==> src/logic/rif_pkg.sv <==
/*
  Constants for the receive information flag bank: register offsets,
  bit positions, detector thresholds and timing figures.
  Assumes a single recovered-clock domain running at 250 MHz.
*/
package rif_pkg;

  // ------------------------------------------------------------
  // register map
  // ------------------------------------------------------------
  localparam logic [7:0] RIF_OFS_EVENT = 8'h08;
  localparam logic [7:0] RIF_OFS_LEVEL = 8'h09;

  // event register bit positions
  localparam int RIF_B_ZERO_RUN = 7;
  localparam int RIF_B_LONG_ZERO = 6;
  localparam int RIF_B_SUB_WORD = 5;
  localparam int RIF_B_CARRIER_CLR = 4;
  localparam int RIF_B_ONES_CLR = 3;
  localparam int RIF_B_JITTER_TRIP = 2;

  // level register bit positions
  localparam int RIF_B_LEVEL_LSB = 4;
  localparam int RIF_B_LOOP_ACTIVE = 1;
  localparam int RIF_B_SECOND = 0;

  // values after reset
  localparam logic [7:0] RIF_RST_BYTE = 8'h00;
  localparam logic [3:0] RIF_RST_LEVEL = 4'h0;

  // ------------------------------------------------------------
  // detector thresholds
  // ------------------------------------------------------------
  localparam logic [4:0] RIF_ZERO_RUN_E1 = 5'h04;
  localparam logic [4:0] RIF_ZERO_RUN_T1 = 5'h08;
  localparam logic [4:0] RIF_LONG_ZERO_RUN = 5'h10;
  localparam logic [4:0] RIF_RUN_MAX = 5'h1f;
  // zeros before a violation that mark a substitution word
  localparam logic [4:0] RIF_SUB_ZEROS_E1 = 5'h02;
  localparam logic [4:0] RIF_SUB_ZEROS_T1 = 5'h03;
  localparam logic [7:0] RIF_JITTER_MARGIN = 8'h04;

  // ------------------------------------------------------------
  // timing
  // ------------------------------------------------------------
  localparam longint RIF_CLK_HZ = 250_000_000;
  localparam longint RIF_SEC_TIME_S = 1;
  localparam longint RIF_LOOP_TIME_S = 5;
  localparam int unsigned RIF_SEC_CYCLES = 32'(RIF_CLK_HZ * RIF_SEC_TIME_S);
  localparam int unsigned RIF_LOOP_CYCLES = 32'(RIF_CLK_HZ * RIF_LOOP_TIME_S);

  typedef enum logic [0:0] {
    RIF_LOOP_OFF = 1'b0,
    RIF_LOOP_ON = 1'b1
  } rif_loop_t;

endpackage

==> src/logic/rif_receive_info.sv <==
/*
  Receive information flag bank: a clear-on-read event byte and a
  real-time level/loopback byte with a clear-on-read second flag, read through the parallel
  register port.
  Assumes all inputs come from receiver logic on ref_clk (the
  recovered clock); alarm detectors and loop code detectors are
  outside and deliver levels.
*/
// Operation
// - zero run of 4 (E1) or 8 (T1) sets a flag; read clears it
// - zero run of 16 or more sets a flag; read clears it
// - substitution word seen sets a flag, decoding on or off; read clears
// - carrier loss alarm clearing sets a flag; read clears it
// - unframed all-ones alarm clearing sets a flag; read clears it
// - jitter FIFO within 4 bits of its limit sets a flag; read clears it
// - unassigned bits carry no meaning; host ignores them
// - 4-bit receive level code shown live in upper nibble, 2.5 dB steps
// - loopback indication rises after loop-up code held 5 seconds
// - loopback indication falls after loop-down code held 5 seconds, or at once when automatic loopback disabled
// - loopback indication held low while automatic loopback disabled
// - one-second flag set at each second of clock count; read clears
// - carrier loss clear criterion judged by the alarm detector
// - all-ones clear criterion judged by the alarm detector
`timescale 1ns/1ps
module rif_receive_info
#(
  parameter int unsigned SEC_CYCLES = rif_pkg::RIF_SEC_CYCLES,
  parameter int unsigned LOOP_CYCLES = rif_pkg::RIF_LOOP_CYCLES
)
(
  // clock and reset
  input wire logic ref_clk,
  input wire logic nrst,
  // register port
  input wire logic [7:0] reg_addr,
  input wire logic reg_rd,
  output logic [7:0] reg_rdata_q,
  output logic reg_rvalid_q,
  // receive line, one strobe per bit
  input wire logic rx_bit_en,
  input wire logic rx_pos,
  input wire logic rx_neg,
  // controls
  input wire logic line_standard_select,
  input wire logic remote_loop_auto,
  // alarm detectors
  input wire logic carrier_loss_alarm,
  input wire logic unframed_ones_alarm,
  // jitter attenuator fill
  input wire logic [7:0] jitter_fill,
  input wire logic [7:0] jitter_limit,
  // level and loop code detectors
  input wire logic [3:0] rx_level_code,
  input wire logic loop_up_det,
  input wire logic loop_down_det,
  // real-time indication
  output logic auto_remote_loop_active_q
);
  import rif_pkg::*;

  // ------------------------------------------------------------
  // line observation
  // ------------------------------------------------------------
  logic [4:0] zero_run_q;
  logic last_pol_q;
  logic rx_mark;
  logic rx_zero;
  logic violation;
  logic [4:0] run_thr;
  logic [4:0] sub_zeros;
  logic [5:0] run_next;
  logic set_zero_run;
  logic set_long_zero;
  logic set_sub_word;

  assign rx_mark = rx_pos | rx_neg;
  assign rx_zero = rx_bit_en & ~rx_mark;
  assign violation = rx_bit_en & rx_mark & (rx_pos == last_pol_q);
  assign run_thr = line_standard_select ? RIF_ZERO_RUN_T1 : RIF_ZERO_RUN_E1;
  assign sub_zeros = line_standard_select ? RIF_SUB_ZEROS_T1 : RIF_SUB_ZEROS_E1;

  always_ff @(posedge ref_clk or negedge nrst)
  begin
    if (!nrst)
    begin
      zero_run_q <= 5'h0_0;
    end
    else if (rx_bit_en)
    begin
      if (rx_mark)
      begin
        zero_run_q <= 5'h0_0;
      end
      else if (zero_run_q != RIF_RUN_MAX)
      begin
        zero_run_q <= zero_run_q + 5'h0_1;
      end
    end
  end

  always_ff @(posedge ref_clk or negedge nrst)
  begin
    if (!nrst)
    begin
      last_pol_q <= 1'b0;
    end
    else if (rx_bit_en & rx_mark)
    begin
      last_pol_q <= rx_pos;
    end
  end

  // run length including this zero, one bit wider so a saturated run cannot wrap
  assign run_next = {1'b0, zero_run_q} + 6'h01;
  assign set_zero_run = rx_zero & (run_next >= {1'b0, run_thr});
  assign set_long_zero = rx_zero & (run_next >= {1'b0, RIF_LONG_ZERO_RUN});
  // violation after zeros, independent of decoder mode
  assign set_sub_word = violation & (zero_run_q >= sub_zeros);

  // ------------------------------------------------------------
  // alarm edges and jitter trip
  // ------------------------------------------------------------
  logic carrier_q;
  logic ones_q;
  logic set_carrier_clr;
  logic set_ones_clr;
  logic set_jitter;

  always_ff @(posedge ref_clk or negedge nrst)
  begin
    if (!nrst)
    begin
      carrier_q <= 1'b0;
      ones_q <= 1'b0;
    end
    else
    begin
      carrier_q <= carrier_loss_alarm;
      ones_q <= unframed_ones_alarm;
    end
  end

  // alarm has met its clear criterion
  assign set_carrier_clr = carrier_q & ~carrier_loss_alarm;
  assign set_ones_clr = ones_q & ~unframed_ones_alarm;
  // near full or near empty
  // nine-bit sum so a fill close to 255 cannot wrap past the limit
  assign set_jitter = (({1'b0, jitter_fill} + {1'b0, RIF_JITTER_MARGIN})
                       >= {1'b0, jitter_limit})
                    | (jitter_fill <= RIF_JITTER_MARGIN);

  // ------------------------------------------------------------
  // one-second timer
  // ------------------------------------------------------------
  logic [31:0] sec_cnt_q;
  logic sec_tick;

  assign sec_tick = (sec_cnt_q == SEC_CYCLES - 32'h0000_0001);

  always_ff @(posedge ref_clk or negedge nrst)
  begin
    if (!nrst)
    begin
      sec_cnt_q <= 32'h0000_0000;
    end
    else if (sec_tick)
    begin
      sec_cnt_q <= 32'h0000_0000;
    end
    else
    begin
      sec_cnt_q <= sec_cnt_q + 32'h0000_0001;
    end
  end

  // ------------------------------------------------------------
  // automatic remote loopback
  // ------------------------------------------------------------
  rif_loop_t loop_q;
  logic [31:0] hold_cnt_q;
  logic hold_cond;
  logic hold_done;

  assign hold_cond = (loop_q == RIF_LOOP_OFF) ? loop_up_det : loop_down_det;
  assign hold_done = hold_cond & (hold_cnt_q == LOOP_CYCLES - 32'h0000_0001);

  always_ff @(posedge ref_clk or negedge nrst)
  begin
    if (!nrst)
    begin
      hold_cnt_q <= 32'h0000_0000;
    end
    else if (!remote_loop_auto || !hold_cond || hold_done)
    begin
      hold_cnt_q <= 32'h0000_0000;
    end
    else
    begin
      hold_cnt_q <= hold_cnt_q + 32'h0000_0001;
    end
  end

  always_ff @(posedge ref_clk or negedge nrst)
  begin
    if (!nrst)
    begin
      loop_q <= RIF_LOOP_OFF;
    end
    else if (!remote_loop_auto)
    begin
      loop_q <= RIF_LOOP_OFF;
    end
    else
    begin
      case (loop_q)
        RIF_LOOP_OFF: if (hold_done) loop_q <= RIF_LOOP_ON;
        RIF_LOOP_ON: if (hold_done) loop_q <= RIF_LOOP_OFF;
        default: loop_q <= RIF_LOOP_OFF;
      endcase
    end
  end

  assign auto_remote_loop_active_q = loop_q[0];

  // ------------------------------------------------------------
  // latched flags and register read
  // ------------------------------------------------------------
  logic [7:0] event_q;
  logic sec_flag_q;
  logic [3:0] level_q;
  logic [7:0] event_set;
  logic rd_event;
  logic rd_level;

  assign event_set = {set_zero_run, set_long_zero, set_sub_word,
                      set_carrier_clr, set_ones_clr, set_jitter, 2'b00};
  assign rd_event = reg_rd & (reg_addr == RIF_OFS_EVENT);
  assign rd_level = reg_rd & (reg_addr == RIF_OFS_LEVEL);

  // set wins over the clearing read
  always_ff @(posedge ref_clk or negedge nrst)
  begin
    if (!nrst)
    begin
      event_q <= RIF_RST_BYTE;
      sec_flag_q <= 1'b0;
    end
    else
    begin
      event_q <= (rd_event ? 8'h0_0 : event_q) | event_set;
      sec_flag_q <= (rd_level ? 1'b0 : sec_flag_q) | sec_tick;
    end
  end

  always_ff @(posedge ref_clk or negedge nrst)
  begin
    if (!nrst)
    begin
      level_q <= RIF_RST_LEVEL;
    end
    else
    begin
      level_q <= rx_level_code;
    end
  end

  always_ff @(posedge ref_clk or negedge nrst)
  begin
    if (!nrst)
    begin
      reg_rdata_q <= RIF_RST_BYTE;
      reg_rvalid_q <= 1'b0;
    end
    else
    begin
      reg_rvalid_q <= reg_rd;
      if (rd_event)
      begin
        reg_rdata_q <= event_q;
      end
      else if (rd_level)
      begin
        reg_rdata_q <= {level_q, 2'b00, auto_remote_loop_active_q, sec_flag_q};
      end
      else if (reg_rd)
      begin
        reg_rdata_q <= RIF_RST_BYTE;
      end
    end
  end

  // ------------------------------------------------------------
  // checks
  // ------------------------------------------------------------
  AST_ZERO_RUN: assert property (@(posedge ref_clk) disable iff (!nrst)
    (rx_zero && zero_run_q >= (line_standard_select ? RIF_ZERO_RUN_T1 : RIF_ZERO_RUN_E1) - 5'h01)
    |=> event_q[RIF_B_ZERO_RUN]) else $error("zero run flag missed");
  AST_LONG_ZERO: assert property (@(posedge ref_clk) disable iff (!nrst)
    (rx_zero && zero_run_q >= 5'h0_f) |=> event_q[RIF_B_LONG_ZERO])
    else $error("long zero flag missed");
  AST_SUB_WORD: assert property (@(posedge ref_clk) disable iff (!nrst)
    (violation && zero_run_q >= sub_zeros) |=> event_q[RIF_B_SUB_WORD])
    else $error("substitution flag missed");
  AST_CARRIER: assert property (@(posedge ref_clk) disable iff (!nrst)
    $fell(carrier_loss_alarm) |-> ##1 event_q[RIF_B_CARRIER_CLR])
    else $error("carrier clear flag missed");
  AST_ONES: assert property (@(posedge ref_clk) disable iff (!nrst)
    $fell(unframed_ones_alarm) |-> ##1 event_q[RIF_B_ONES_CLR])
    else $error("all-ones clear flag missed");
  AST_JITTER: assert property (@(posedge ref_clk) disable iff (!nrst)
    (jitter_fill <= RIF_JITTER_MARGIN) |=> event_q[RIF_B_JITTER_TRIP])
    else $error("jitter trip flag missed");
  AST_LEVEL: assert property (@(posedge ref_clk) disable iff (!nrst)
    rd_level ##1 1'b1 |-> reg_rdata_q[7:4] == $past(rx_level_code, 2))
    else $error("level code wrong");
  AST_LOOP_OFF: assert property (@(posedge ref_clk) disable iff (!nrst)
    !remote_loop_auto |=> !auto_remote_loop_active_q)
    else $error("loopback not forced low");
  AST_LOOP_HOLD: assert property (@(posedge ref_clk) disable iff (!nrst)
    (auto_remote_loop_active_q && !loop_down_det && remote_loop_auto)
    |=> auto_remote_loop_active_q) else $error("loopback dropped early");
  AST_SECOND: assert property (@(posedge ref_clk) disable iff (!nrst)
    sec_tick |=> sec_flag_q ##0 sec_cnt_q == 32'h0000_0000)
    else $error("second flag missed");
  AST_SET_WINS: assert property (@(posedge ref_clk) disable iff (!nrst)
    rd_event |=> ((event_q & $past(event_set)) == $past(event_set)) && reg_rvalid_q)
    else $error("event lost on read");
endmodule

==> config.mk <==
export PLATFORM = sky130hd
export DESIGN_NAME = rif_receive_info
export DESIGN_NICKNAME = d
export VERILOG_FILES = /design/src/logic/rif_pkg.sv /design/src/logic/rif_receive_info.sv
export SDC_FILE = /design/constraint.sdc
export NUM_CORES = 1
export LEC_CHECK = 0
export BUFFER_PORTS_ARGS = -buffer_cell sky130_fd_sc_hd__buf_2
export CAP_MARGIN = 10
export CORE_MARGIN = 1.5
export CORE_UTILIZATION = 61
export DETAILED_ROUTE_END_ITERATION = 16
export PLACE_DENSITY = 0.82
export SYNTH_ARGS = -nofsm -noshare
export SYNTH_HDL_FRONTEND = slang
export SYNTH_SLANG_ARGS = --single-unit
==> constraint.sdc <==
create_clock -name ref_clk -period 3.4 [get_ports ref_clk]
set_input_delay 0.17 -clock ref_clk [delete_from_list [all_inputs] [get_ports ref_clk]]
set_output_delay 0.17 -clock ref_clk [all_outputs]
set_load 0.05 [all_outputs]
==> reports/qor.log <==
INFO  drt            detail_route.iter0.violations=166
INFO  grt            grt_start_max_net_pins=72
INFO  yosys          synth_fa_ha_area_frac=0.0448
INFO  clock_network  cts_sinks=93
INFO  power_and_ir_drop sw_frac_of_total=0.235
INFO  power_and_ir_drop power=2.09mW
INFO  power_and_ir_drop pwr-share-comb=0.067
INFO  sta            setup_viol=0
INFO  final_layout   final_common_cell=sky130_fd_sc_hd__dfrtp_1
INFO  critical_path  critPathRequiredTime=3.67ns
INFO  yosys          synth-warning-count=0
INFO  yosys          ys_ff_latch=93
INFO  run_status     status=completed
INFO  sta            period_minus_slack=2.10ns
INFO  yosys          synth_async_sr_flop_share=1.00
INFO  sta            post-route-period-util=0.619
INFO  drt            routed_wire_length_per_instance=16.3um
INFO  sta            slew_violations=0
INFO  power_and_ir_drop ir_worst_vdd=262uV
INFO  drt            drt-total-wl=10700um
INFO  power_and_ir_drop switching_power=491uW
INFO  floorplan      initial_core_util=0.640
INFO  clock_network  cts.clk_slew.worst_paths=0.10ns
INFO  drt            antenna_left=0
INFO  yosys          synth.distinct_cells=51
INFO  sta            finClkSkew=0.0109ns
INFO  clock_network  htree_levels=3
INFO  power_and_ir_drop share_seq_of_total_power=0.540
INFO  final_layout   area_growth_syn_to_layout=12.5%
INFO  place          dp_hpwl=7660um
INFO  yosys          synth_top_family_by_area=simple AND/OR/NAND/NOR gates
INFO  yosys          yosysSeqAreaShare=0.463
INFO  power_and_ir_drop clock_power_share=0.393
INFO  yosys          synthesis.area=5020um^2
INFO  power_and_ir_drop power.density_cell_area=370nW/um^2
INFO  critical_path  kind_of_critical_path=flip-flop to flip-flop
INFO  place          dpl_cell_area=5350um^2
INFO  clock_network  cts-buffers-inserted=9
INFO  grt            grt_antenna_before_repair=0
INFO  grt            total_routing_resource_utilization_after_global_routing=0.266
INFO  drt            route.detailed.vias_per_inst=6.19
INFO  sta            slew_headroom=0.418
INFO  final_layout   layout-drive-gt1-share=0.151
INFO  drt            drtPass1Iterations=4
INFO  final_layout   post-route-util=0.721
INFO  sta            fin_tns_setup=0ns
INFO  final_layout   n_antenna_cell=0
INFO  sta            worst-slew-pin-transition=0.874ns
INFO  final_layout   final_net_count=609
INFO  floorplan      die_x=93.8um
INFO  place          cell_count_after_placement=634
INFO  place          place.gp.congestion=0.858
INFO  worst_hold_path hp-class=input port to flip-flop
INFO  yosys          edff_count_synth=0
INFO  drt            num_vias=4074
INFO  floorplan      dieHeight=93.8um
INFO  sta            achievable-frequency=475MHz
INFO  grt            grt_first_pass_wirelength=18500um
INFO  clock_network  cts.root.buffer_cell=sky130_fd_sc_hd__clkbuf_8
INFO  critical_path  path_max_fanout=8
INFO  place          port-buffer-count=49
INFO  critical_path  worst_setup_path_end_kind=flip-flop
INFO  yosys          dominantRegCellSynth=sky130_fd_sc_hd__dfrtp_1
INFO  place          dpl_worst_slack=1.32ns
INFO  yosys          synth.mux.area_fraction=0.0125
INFO  floorplan      fp.dieArea=8790um^2
INFO  clock_network  tritoncts=yes
INFO  floorplan      placementRows=32
INFO  final_layout   finalInstanceArea=5660um^2
INFO  yosys          syn_inst=497
INFO  clock_network  cts.repair_timing.setup_buffer_count=0
INFO  yosys          synth_xor_xnor_area_share=0.0712
INFO  critical_path  crit_path_start_kind=flip-flop
INFO  floorplan      ioPinCount=50
INFO  power_and_ir_drop leakagePower=2.50nW
INFO  sta            hold_ws=0.0867ns
INFO  clock_network  cts_max_path_buffers=2
INFO  grt            grt_overflow_total=0
INFO  drt            post-route-drc-count=0
INFO  yosys          synthSimpleGateAreaFrac=0.244
INFO  floorplan      core-area=7850um^2
INFO  power_and_ir_drop internal_power=1.60mW
INFO  clock_network  clkLatencyLatePin=0.36ns
INFO  critical_path  cp_data_arrival_time=2.37ns
INFO  critical_path  reg2reg_setup_slack=1.30ns
INFO  yosys          synth.net_count=555
INFO  final_layout   top_library_cells_by_usage_in_the_layout_fill_and_taps_aside=sky130_fd_sc_hd__dfrtp_1 (93), sky130_fd_sc_hd__buf_2 (48), sky130_fd_sc_hd__nand2_1 (37)
INFO  flow_run       drv_cap=0
INFO  yosys          synthesis.area_per_instance=10.1um^2
INFO  grt            first_global_vias=4005
INFO  final_layout   layout.cells.non_filler=658
INFO  sta            final_critical_path_setup_slack=1.30ns
INFO  yosys          synth_compound_area_frac=0.128
INFO  sta            rsz0062_at_grt=no
INFO  sta            hold_violations=0
power by group through the flow:
stage	clock [mW]	combinational (mW)	sequential, mW
after floorplan	0	0.0603	1.15
after global placement	0	0.126	1.15
after detailed placement	0	0.134	1.15
after CTS	0.835	0.141	1.13
after global routing	0.880	0.160	1.13
final	0.822	0.139	1.13
timing repair:
item,4_1_cts,5_1_grt
gates resized for setup,0,0
hold endpoints to repair,79,0
hold buffers,8,0
cell type report:
cell class | instances | area [um^2]
clock inverters | 6 | 95.1
repair buffers | 62 | 365
fillers | 595 | 2190
inverters | 24 | 90.1
clock buffers | 10 | 128
flip-flops and latches | 93 | 2330
well taps | 102 | 128
multi-input cells | 361 | 2520
flip-flops by register name, summed over array words and instances (netlist names):
name,flops
hold_cnt_q,32
sec_cnt_q,32
reg_rdata_q,8
event_q,6
zero_run_q,5
level_q,4
auto_remote_loop_active_q,1
carrier_q,1
last_pol_q,1
ones_q,1
reg_rvalid_q,1
sec_flag_q,1
cells in the mapped netlist (2+ instances only):
cell type	count	area, um^2
sky130_fd_sc_hd__o211ai_1	3	22.5
sky130_fd_sc_hd__clkbuf_1	9	33.8
sky130_fd_sc_hd__nand3b_1	4	30.0
sky130_fd_sc_hd__a221o_1	2	20.0
sky130_fd_sc_hd__a21oi_2	2	17.5
sky130_fd_sc_hd__nor4bb_1	2	20.0
sky130_fd_sc_hd__a22o_1	7	61.3
sky130_fd_sc_hd__nor4_1	7	43.8
sky130_fd_sc_hd__xor2_1	16	140
sky130_fd_sc_hd__o21ai_0	13	65.1
sky130_fd_sc_hd__dfrtp_1	93	2330
sky130_fd_sc_hd__a32o_1	3	30.0
sky130_fd_sc_hd__nand4_4	2	42.5
sky130_fd_sc_hd__and2_1	7	43.8
sky130_fd_sc_hd__or3_1	4	25.0
sky130_fd_sc_hd__ha_1	18	225
sky130_fd_sc_hd__nand2_1	37	139
sky130_fd_sc_hd__nor3_1	23	115
sky130_fd_sc_hd__nand3_1	28	140
sky130_fd_sc_hd__a31o_2	3	26.3
sky130_fd_sc_hd__a21o_1	3	22.5
sky130_fd_sc_hd__xnor2_1	23	201
sky130_fd_sc_hd__nand4_1	23	144
sky130_fd_sc_hd__or4_1	15	113
sky130_fd_sc_hd__or4_4	3	33.8
sky130_fd_sc_hd__nor3b_1	3	22.5
sky130_fd_sc_hd__and3_1	18	113
sky130_fd_sc_hd__buf_2	9	45.0
sky130_fd_sc_hd__mux2_2	2	22.5
sky130_fd_sc_hd__and4_1	8	70.1
sky130_fd_sc_hd__nor4b_1	5	43.8
sky130_fd_sc_hd__inv_1	24	90.1
sky130_fd_sc_hd__mux2i_1	4	40.0
sky130_fd_sc_hd__a211oi_1	13	97.6
sky130_fd_sc_hd__a21oi_1	11	55.1
sky130_fd_sc_hd__o31ai_1	15	113
sky130_fd_sc_hd__nor2_1	17	63.8
sky130_fd_sc_hd__o2bb2ai_1	4	35.0
sky130_fd_sc_hd__o21a_1	2	15.0
worst max-delay path, cell delays in order, from the launching register on:
cell	delay [ns]
sky130_fd_sc_hd__dfrtp_1	0.41
sky130_fd_sc_hd__ha_1	0.22
sky130_fd_sc_hd__and3_1	0.38
sky130_fd_sc_hd__nand2_1	0.23
sky130_fd_sc_hd__or4_1	0.55
sky130_fd_sc_hd__a211oi_1	0.23
layer usage:
metal | up-vias | share of wire | global-route usage
met3 | 10 | 0.049 | 0.0672
met5 | - | 0 | 0
met4 | 0 | 0.0095 | 0.0684
met2 | 113 | 0.50 | 0.452
li1 | 1973 | - | -
met1 | 1978 | 0.44 | 0.340
kinds of logic (layout without fill, tap and decap cells):
group,Yosys count,in the layout
DFF,93,93
and+or+nand+nor,209,209
buffers and inverters,43,102
xor gates and xnor gates,40,40
AOI/OAI and AO/OA,88,88
adders and majority gates,18,18
muxes,6,6
worst paths after layout:
path                                  end           from  cells past startpoint
max reg2reg                hold_cnt_q[30]  hold_cnt_q[0]                      5
min in group asynchronous  hold_cnt_q[21]           nrst                      2
max in group asynchronous   sec_cnt_q[15]           nrst                      3
max                        hold_cnt_q[30]  hold_cnt_q[0]                      5
min reg2reg                    sec_flag_q     sec_flag_q                      1
min                            last_pol_q         rx_pos                      2
No activity file was read; power rests on OpenSTA's default activity.
